===== src/core/cdr_defines.vh =====
// Overview of operation
// - instruction read takes the congruence class from address bits 22 to 26.
// - way select field 0 picks way A, 1 picks way B, for both reads.
// - instruction read loads line information into a 32-bit result register.
// - instruction result bits 0 to 21: word if select is 0, tag if 1.
// - the returned word is picked within the line by address bits 27 to 29.
// - result bit 27 copies the selected line's valid bit.
// - result bit 31 copies the class LRU bit, 1 meaning way B.
// - instruction result is privileged, read-only, special register 979.
// - after a context sync, a read returns the latest instruction result.
// - data read takes the congruence class from address bits 19 to 26.
// - data read writes its result straight into the named register.
// - data result bits 0 to 18: word or tag; word chosen by bits 27 to 29.
// - data result bit 26 copies the line's dirty bit.
`ifndef CDR_DEFINES_VH
`define CDR_DEFINES_VH

// special register number of the instruction debug result
`define CDR_IC_RESULT_SPR 10'h3D3
`define CDR_IC_RESULT_RST 32'h00000000

// effective address fields, msb-0 numbering mapped to little endian
`define CDR_IC_CLASS_HI 9
`define CDR_IC_CLASS_LO 5
`define CDR_DC_CLASS_HI 12
`define CDR_DC_CLASS_LO 5
`define CDR_WORD_HI 4
`define CDR_WORD_LO 2

// result word layout, little endian positions
`define CDR_LINE_FIELD_A_MSB 31
`define CDR_IC_LINE_FIELD_A_W 22
`define CDR_DC_LINE_FIELD_A_W 19
`define CDR_DIRTY_BIT 5
`define CDR_VALID_BIT 4
`define CDR_LRU_BIT 0

`define CDR_WAY_A 1'b0
`define CDR_CIS_WORD 1'b0

`endif


===== src/core/cdr_top.v =====
`timescale 1ns/1ps
`include "cdr_defines.vh"

module cdr_top (
	input wire i_ref_clk,
	input wire i_sys_rst,
	input wire i_clk_en,
	// fields of the core configuration register
	input wire i_way_select_field,
	input wire i_information_select_field,
	// debug read requests from the execute stage
	input wire i_icread_req,
	input wire i_dcread_req,
	input wire [31:0] i_effective_address,
	input wire [4:0] i_dest_gpr,
	output wire o_busy,
	// special register read port
	input wire i_spr_rd,
	input wire i_spr_wr,
	input wire [9:0] i_spr_num,
	input wire i_priv,
	output reg o_spr_ack,
	output reg o_spr_fault,
	output reg [31:0] o_spr_data,
	// general purpose register write port
	output reg o_gpr_we,
	output reg [4:0] o_gpr_addr,
	output reg [31:0] o_gpr_data,
	// instruction cache arrays, read only
	output reg o_ic_arr_rd,
	output reg [4:0] o_ic_arr_index,
	output reg [2:0] o_ic_arr_word,
	input wire [21:0] i_ic_tag_a,
	input wire [21:0] i_ic_tag_b,
	input wire [31:0] i_ic_word_a,
	input wire [31:0] i_ic_word_b,
	input wire i_ic_valid_a,
	input wire i_ic_valid_b,
	input wire i_ic_lru,
	// data cache arrays, read only
	output reg o_dc_arr_rd,
	output reg [7:0] o_dc_arr_index,
	output reg [2:0] o_dc_arr_word,
	input wire [18:0] i_dc_tag_a,
	input wire [18:0] i_dc_tag_b,
	input wire [31:0] i_dc_word_a,
	input wire [31:0] i_dc_word_b,
	input wire i_dc_valid_a,
	input wire i_dc_valid_b,
	input wire i_dc_dirty_a,
	input wire i_dc_dirty_b,
	input wire i_dc_lru
);

	localparam [1:0] S_IDLE = 2'b00;
	localparam [1:0] S_ISSUE = 2'b01;
	localparam [1:0] S_CAPT = 2'b10;

	reg [1:0] state_q;
	reg [1:0] state_d;
	reg is_dc_q;
	reg way_q;
	reg cis_q;
	reg [4:0] dest_q;
	reg [31:0] icache_debug_result_q;
	wire [31:0] ic_fmt;
	wire [31:0] dc_fmt;
	wire take;

	assign o_busy = (state_q != S_IDLE);
	// a request arriving while busy is dropped; the core serialises them
	assign take = i_clk_en && !o_busy && (i_icread_req || i_dcread_req);

	always @*
	begin
		state_d = state_q;
		case (state_q)
			S_IDLE:
				if (take)
					state_d = S_ISSUE;
			S_ISSUE:
				state_d = S_CAPT;
			S_CAPT:
				state_d = S_IDLE;
			default:
				state_d = S_IDLE;
		endcase
	end

	// request capture; configuration is frozen with the request
	always @(posedge i_ref_clk or posedge i_sys_rst)
	begin
		if (i_sys_rst)
		begin
			state_q <= S_IDLE;
			is_dc_q <= 1'b0;
			way_q <= 1'b0;
			cis_q <= 1'b0;
			dest_q <= 5'h00;
		end
		else if (i_clk_en)
		begin
			state_q <= state_d;
			if (take)
			begin
				// instruction read wins a simultaneous pair
				is_dc_q <= !i_icread_req;
				way_q <= i_way_select_field;
				cis_q <= i_information_select_field;
				dest_q <= i_dest_gpr;
			end
		end
	end

	// array read strobes: read only, so no state in the caches moves
	always @(posedge i_ref_clk or posedge i_sys_rst)
	begin
		if (i_sys_rst)
		begin
			o_ic_arr_rd <= 1'b0;
			o_ic_arr_index <= 5'h00;
			o_ic_arr_word <= 3'h0;
			o_dc_arr_rd <= 1'b0;
			o_dc_arr_index <= 8'h00;
			o_dc_arr_word <= 3'h0;
		end
		else if (i_clk_en)
		begin
			o_ic_arr_rd <= take && i_icread_req;
			o_dc_arr_rd <= take && !i_icread_req;
			if (take)
			begin
				o_ic_arr_index <= i_effective_address[`CDR_IC_CLASS_HI:
					`CDR_IC_CLASS_LO];
				o_dc_arr_index <= i_effective_address[`CDR_DC_CLASS_HI:
					`CDR_DC_CLASS_LO];
				o_ic_arr_word <= i_effective_address[`CDR_WORD_HI:
					`CDR_WORD_LO];
				o_dc_arr_word <= i_effective_address[`CDR_WORD_HI:
					`CDR_WORD_LO];
			end
		end
	end

	cdr_way_mux #(
		.LINE_FIELD_A_W(`CDR_IC_LINE_FIELD_A_W)
	) u_ic_mux (
		.i_way(way_q),
		.i_cis(cis_q),
		.i_has_dirty(1'b0),
		.i_tag_a(i_ic_tag_a),
		.i_tag_b(i_ic_tag_b),
		.i_word_a(i_ic_word_a),
		.i_word_b(i_ic_word_b),
		.i_valid_a(i_ic_valid_a),
		.i_valid_b(i_ic_valid_b),
		.i_dirty_a(1'b0),
		.i_dirty_b(1'b0),
		.i_lru(i_ic_lru),
		.o_result(ic_fmt)
	);

	cdr_way_mux #(
		.LINE_FIELD_A_W(`CDR_DC_LINE_FIELD_A_W)
	) u_dc_mux (
		.i_way(way_q),
		.i_cis(cis_q),
		.i_has_dirty(1'b1),
		.i_tag_a(i_dc_tag_a),
		.i_tag_b(i_dc_tag_b),
		.i_word_a(i_dc_word_a),
		.i_word_b(i_dc_word_b),
		.i_valid_a(i_dc_valid_a),
		.i_valid_b(i_dc_valid_b),
		.i_dirty_a(i_dc_dirty_a),
		.i_dirty_b(i_dc_dirty_b),
		.i_lru(i_dc_lru),
		.o_result(dc_fmt)
	);

	// arrays answer one cycle after the strobe, sampled in the capture state
	always @(posedge i_ref_clk or posedge i_sys_rst)
	begin
		if (i_sys_rst)
		begin
			icache_debug_result_q <= `CDR_IC_RESULT_RST;
			o_gpr_we <= 1'b0;
			o_gpr_addr <= 5'h00;
			o_gpr_data <= 32'h00000000;
		end
		else if (i_clk_en)
		begin
			o_gpr_we <= (state_q == S_CAPT) && is_dc_q;
			if (state_q == S_CAPT)
			begin
				if (is_dc_q)
				begin
					o_gpr_addr <= dest_q;
					o_gpr_data <= dc_fmt;
				end
				else
					icache_debug_result_q <= ic_fmt;
			end
		end
	end

	// special register port: one cycle answer, writes are refused
	always @(posedge i_ref_clk or posedge i_sys_rst)
	begin
		if (i_sys_rst)
		begin
			o_spr_ack <= 1'b0;
			o_spr_fault <= 1'b0;
			o_spr_data <= 32'h00000000;
		end
		else if (i_clk_en)
		begin
			o_spr_ack <= 1'b0;
			o_spr_fault <= 1'b0;
			if (i_spr_num == `CDR_IC_RESULT_SPR)
			begin
				if (i_spr_wr || (i_spr_rd && !i_priv))
					o_spr_fault <= 1'b1;
				else if (i_spr_rd)
				begin
					o_spr_ack <= 1'b1;
					// the value stored by the last completed instruction read
					o_spr_data <= icache_debug_result_q;
				end
			end
		end
	end

endmodule


===== src/core/cdr_way_mux.v =====
`timescale 1ns/1ps
`include "cdr_defines.vh"

module cdr_way_mux #(
	parameter LINE_FIELD_A_W = 22
) (
	input wire i_way,
	input wire i_cis,
	input wire i_has_dirty,
	input wire [LINE_FIELD_A_W-1:0] i_tag_a,
	input wire [LINE_FIELD_A_W-1:0] i_tag_b,
	input wire [31:0] i_word_a,
	input wire [31:0] i_word_b,
	input wire i_valid_a,
	input wire i_valid_b,
	input wire i_dirty_a,
	input wire i_dirty_b,
	input wire i_lru,
	output reg [31:0] o_result
);

	reg way_b;

	always @*
	begin
		way_b = (i_way != `CDR_WAY_A);
		o_result = 32'h00000000;
		if (i_cis == `CDR_CIS_WORD)
			// a word is wider than the field: its msb-0 leading bits fit
			o_result[`CDR_LINE_FIELD_A_MSB -: LINE_FIELD_A_W] = way_b ?
				i_word_b[31 -: LINE_FIELD_A_W] : i_word_a[31 -: LINE_FIELD_A_W];
		else
			o_result[`CDR_LINE_FIELD_A_MSB -: LINE_FIELD_A_W] = way_b ? i_tag_b : i_tag_a;
		o_result[`CDR_VALID_BIT] = way_b ? i_valid_b : i_valid_a;
		if (i_has_dirty)
			o_result[`CDR_DIRTY_BIT] = way_b ? i_dirty_b : i_dirty_a;
		o_result[`CDR_LRU_BIT] = i_lru;
	end

endmodule


===== config.mk =====
export PLATFORM = sky130hd
export DESIGN_NAME = cdr_top
export DESIGN_NICKNAME = d
export VERILOG_FILES = /design/src/core/cdr_top.v /design/src/core/cdr_way_mux.v
export VERILOG_INCLUDE_DIRS = /design/src /design/src/core
export SDC_FILE = /design/constraint.sdc
export NUM_CORES = 1
export LEC_CHECK = 0
export BUFFER_PORTS_ARGS = -buffer_cell sky130_fd_sc_hd__buf_2
export CAP_MARGIN = 15
export CORE_AREA = 4 4 143 145
export DETAILED_ROUTE_END_ITERATION = 10
export DIE_AREA = 0 0 147 149
export PLACE_DENSITY = 0.59
export SKIP_LAST_GASP = 1
export SLEW_MARGIN = 15
export SYNTH_ARGS = -nofsm -noshare
export SYNTH_HDL_FRONTEND = slang
export SYNTH_SLANG_ARGS = --single-unit

===== constraint.sdc =====
create_clock -name i_ref_clk -period 4.5 [get_ports i_ref_clk]
set_clock_uncertainty 0.2 [all_clocks]
set_input_delay 0.45 -clock i_ref_clk [delete_from_list [all_inputs] [get_ports i_ref_clk]]
set_output_delay 0.45 -clock i_ref_clk [all_outputs]
set_load 0.02 [all_outputs]

; ---- Word level (Yosys, flattened, before mapping)
; Index checks and enable logic that the tools add are counted.
[op_classes]
n_addsub = 0
mul = 0
n_div = 0
n_lt_le_gt_ge = 0
eq_ne = 4
n_shift = 0
muxes = 16
bitwise_logic = 2
reduce_logical = 18
[op_table]
columns = op, n
row1 = two-way mux 22 bit, 3
row2 = two-way mux 19 bit, 3
row3 = == test 10 bit (second input constant), 1
row4 = two-way mux 1 bit, 8
row5 = logical AND 1 bit, 6
row6 = AND reduction 3 bit, 2
row7 = one-hot mux 2 bit (2 select lines), 1
row8 = AND reduction 2 bit, 2
row9 = AND reduction 4 bit, 1
row10 = logical NOT 1 bit, 3
row11 = == test 2 x 1 -> 1 bit (second input constant), 1
row12 = == test 2 bit (second input constant), 1
row13 = logical NOT 2 bit, 1
row14 = logical OR 1 bit, 2
row15 = two-way mux 2 bit, 1
row16 = != test 2 bit (second input constant), 1
row17 = NOT 1 bit, 2
row18 = nonzero test 2 bit, 1
[word_totals]
ff_bits = 106
latch_bits = 0
ramBits = 0
romBits = 0
in_bits = 275
out_inout_bits = 94
wordCells = 57
memories = 0

; ---- Logic depth before layout (Yosys ltp)
[depth]
word_depth = 6
ltp_mapped = 6
ltp_nobuf = 3

; ---- Modules after synthesis
; Synthesis repeated with hierarchy kept, for this count alone.
[hier_totals]
cells_unflattened = 378
hier_area_um2 = 6147.1
[by_module_without_submodules]
columns = mod, n_inst, cells_per_inst, area_per_inst_um2, seq_area_each_um2
row1 = cdr_top, 1, 301, 4903.5, 3178.0
row2 = cdr_way_mux (u_ic_mux), 1, 39, 663.1, 0.0
row3 = cdr_way_mux (u_dc_mux), 1, 38, 580.6, 0.0

; ---- Least setup slack after synthesis
; Ideal clock, no wire load.
[synth_path]
kind = input port to flip-flop
start = input port i_spr_num[2]
end = register o_spr_data[17]
setup_time_ns = 0.125
t_arrival_ns = 1.609
required_time_ns = 4.175
path_slack_ns = 2.566
path_stages = 4
n_path_buf = 1
path_cell_list = nand4bb_4 > nor4_4 > buf_6 > mux2_2
[synth_between]
elab_chain_cells = 2
[synth_lines]
columns = element, line_no
row1 = from (decl), cdr_top.v:20  ; input wire [9:0] i_spr_num,
row2 = == test 10 bit (no line), --
row3 = AND reduction 4 bit (no line), --
row4 = to (signal assigned), cdr_top.v:228  ; o_spr_data <= icache_debug_result_q;
row5 = to (decl), cdr_top.v:24  ; output reg [31:0] o_spr_data,
; Every way passes these cells.
; A chain may end at the register's enable or synchronous reset.

; ---- Worst setup path in the final report
[layout_path]
start = register way_q
end = register icache_debug_result_q[30]
[layout_between]
elab_chain_cells = 2
word_cells_on_any_way = 3
cone_classes = mux (3)
[layout_lines]
columns = element, line_no
row1 = from (decl), cdr_top.v:62  ; reg way_q;
row2 = from (signal assigned), cdr_top.v:108  ; way_q <= i_way_select_field;
row3 = two-way mux 22 bit (on tied branches), "cdr_way_mux.v:30, cdr_way_mux.v:33"
row4 = two-way mux 22 bit *, cdr_way_mux.v:28  ; if (i_cis == `CDR_CIS_WORD)
row5 = to (signal assigned), cdr_top.v:186  ; icache_debug_result_q <= `CDR_IC_RESULT_RST;
row6 = to (signal assigned), cdr_top.v:202  ; icache_debug_result_q <= ic_fmt;
row7 = to (decl), cdr_top.v:65  ; reg [31:0] icache_debug_result_q;
; Mark *: on every way between the ends. The rest lies on a longest branch, timed or not.

==> metrics.md <==
| Metric | Value |
|---|---|
| Crit Path Category | flip-flop to flip-flop |
| Initial antenna violation count | 0 |
| RSZ-0062 raised after global routing | false |
| Flops & latches, synth | approximately 100 |
| VDD IR max | 0.182 mV |
| Filler cells | between 1500 and 2000 |
| Ranking of synthesized cells by area | dfrtp_1 50%, mux2_2 20%, mux4_2 18% |
| Reg2Reg Capture Point | icache_debug_result_q[30] |
| Total wire length | roughly 14 mm |
| Final #Nets | 861 |
| Clock Latency Late Sink | 0.34 ns |
| Routed vias | 3743 |
| Most used DFF post-synth | dfrtp_1 |
| Ant. Diodes | 0 |
| Core area | 19200 sq um |
| Post-route ant nets | 0 |
| H-tree depth | 3 |
| R2r worst-path depth | 2 |
| Residual DRC | 0 |
| # port buffers | about 280 |
| Setup bufs post-CTS | 0 |
| Chip width | approximately 150 um |
| Register Area | between 2000 and 3000 sq um |
| Highest routed metal layer | met4 |
| Starting Density | 0.265 |
| Number of synthesized flops with an enable pin | 0 |
| Most common cell in the synthesized netlist | dfrtp_1 |
| HP Class | input pin to async pin |
| Detailed Routing Iterations Pass 1 | 4 |
| Outcome | complete, no violations |
| Syn_area_per_cell | between 15 and 20 sq um |
| Worst-path cell with the longest stage delay | dfrtp_4 |
| Met2 WL post-DR | about 7.7 mm |
| Mapped Area | around 5100 sq um |
| CTS buffer count | 9 |
| Pin count of the biggest net entering global routing | just under 70 |
| CP Capture Type | flip-flop |
| Hold buffer count at CTS | 0 |
| Gr usage total | 0.126 |
| Clk slew on worst S/H paths | 0.07 ns |
| Vias/cell | 4.37 |
| Avg WL per Cell | 16.2 um |
| Setup TNS | 0 ns |
| Placed wire-length estimate | about 11 mm |
| CP peak stage delay | 1.01 ns |
| Clk sink count | around 100 |
| Post-cts sizing count | 0 |
| Routability congestion estimate | 0.762 |
| Multi-input logic area | between 2000 and 2500 sq um |
| Die H | between 100 and 150 um |
| CP required | between 4 and 5 ns |
| Async set-reset flop share out of synthesis | 1.00 |
| Pwr Density | between 500 and 600 nW/um^2 |
| Area leader, netlist | dfrtp_1 |
| Most frequent cells after synthesis | 101 x dfrtp_1, 89 x mux2_2, 41 x mux4_2, 30 x buf_4, 8 x inv_1 |
| Critical path's top delay family | flip-flops |
| Area Growth Syn to Fin | 35.0% |
| Clock root cell | clkbuf_16 |
| CP arrival | roughly 2.3 ns |
| Top-area cell type share of the netlist area | 0.496 |
| Initial DRC count | between 50 and 60 |
| Tightest Pin Transition | 1.05 ns |
| Fmax | roughly 440 MHz |
| Die area | 21900 sq um |
| First-pass GRT wire length | 21.7 mm |
| Yosys warnings | 0 |
| Final Power | 3.71 mW |
| Sequential cell area fraction in the yosys report | 0.496 |
| CP Cell Sequence | mux4_2 -> mux2_2 |
| Share of cells above drive strength 1 | 0.743 |
| Min Clock Period, post-route | 2.25 ns |
| Crit Path Max Fanout | 45 |
| Met3 routed WL | ~980 um |
| Reg2reg setup slack | between 2 and 2.5 ns |
| Critical path startpoint | way_q |
| Reg-to-Reg Start | way_q |
| Buf/Inv on CP | 0 |
| Slew HR | 0.299 |
| Number of global-route vias before repair | approximately 4300 |
| GRT overflow | 0 |
| Setup violations, final | 0 |
| Final Cycle Share | 0.499 |
| Final Hold Slack | roughly 0.058 ns |
| Synth unique cells | 29 |
| Static leakage | 3.48 nW |
| Std-Cell Rows | a little over 50 |
| Max Cap Viol | 0 |
| CP Launch Type | flip-flop |
| IO Pins | approximately 370 |
| Final hold violation count | 0 |
| Final Max Slew Viols | 0 |
| Clock Path Buffers | 2 |
| M1 WL | 4.99 mm |
| CTS tree | yes |
| Cell count after synthesis | between 300 and 400 |
[cell type report]
class                   count  area share
clock inverters             6     0.00654
well taps                 265      0.0482
clock buffers              10      0.0347
repair buffers            286       0.209
flip-flops and latches    101       0.368
inverters                   8     0.00473
multi-input cells         180       0.329
[per-stage QoR]
stage / area (sq um) / util / instances / setup WS [ns]
floorplan: 5160 / - / 336 / 1.20
global placement: 6600 / 0.344 / 840 / 2.25
detailed placement: 6600 / 0.344 / 840 / 2.21
CTS: 6880 / 0.358 / 856 / 2.19
global route: 6880 / 0.358 / 856 / 2.12
finish: 6880 / 0.358 / 856 / 2.25
[report_power, final]
group	leakage [nW]	total, mW	switching [mW]	internal [mW]
combinational	2.06	1.39	0.602	0.790
sequential	1.27	1.56	0.341	1.22
clock	0.144	0.751	0.355	0.396
total	3.48	3.71	1.30	2.41
[cell families after synthesis]
| group | count (synthesis) | share of synthesized area |
|---|---|---|
| AO/OA/AOI/OAI | 13 | 0.0172 |
| buffers and inverters | 55 | 0.0727 |
| multiplexers | 134 | 0.386 |
| flip-flops | 101 | 0.496 |
| other | 1 | 0.000736 |
| AND/OR/NAND/NOR | 15 | 0.0277 |
[metal layers]
layer  up-vias  global-route usage
li1       1686                   -
met1      1889               0.136
met2       159               0.240
met3         9              0.0331
met4         0              0.0405
met5         -                   0
[worst register-to-register path: cells and delay by family, from the launching register on]
family / cells / cell delay [ns]
flip-flops: 1 / 1.01
multiplexers: 2 / 0.93
[placed cells by master (no fill, tap or decap), types with 2 or more instances in the layout]
cell	netlist	routed
inv_1	8	7
conb_1	1	18
nor2_1	2	2
dfrtp_1	101	99
clkinv_2	0	2
buf_4	30	3
nand3_1	4	4
inv_6	0	3
clkbuf_16	0	9
buf_2	5	283
a21o_1	3	3
o21ai_0	5	5
nand2_1	2	2
mux2i_1	3	3
mux2_2	89	89
mux4_2	41	41
[flip-flops by register name (all words and copies together) (netlist names), 2 cells and up]
signal,count
state_q,2
o_dc_arr_index,4
o_dc_arr_word,3
dest_q,5
o_gpr_addr,5
icache_debug_result_q,24
o_ic_arr_index,4
o_gpr_data,22
o_spr_data,24
[worst max-delay path by stage]
stage               slack, ns  cells after the start                         to
finish                   2.25                      2  icache_debug_result_q[30]
detailed placement       2.21                      2  icache_debug_result_q[30]
floorplan                1.20                      1                      cis_q
CTS                      2.19                      2  icache_debug_result_q[27]
global placement         2.25                      2             o_gpr_data[21]
global route             2.12                      2  icache_debug_result_q[30]
Power figures use the tool's default switching activity.
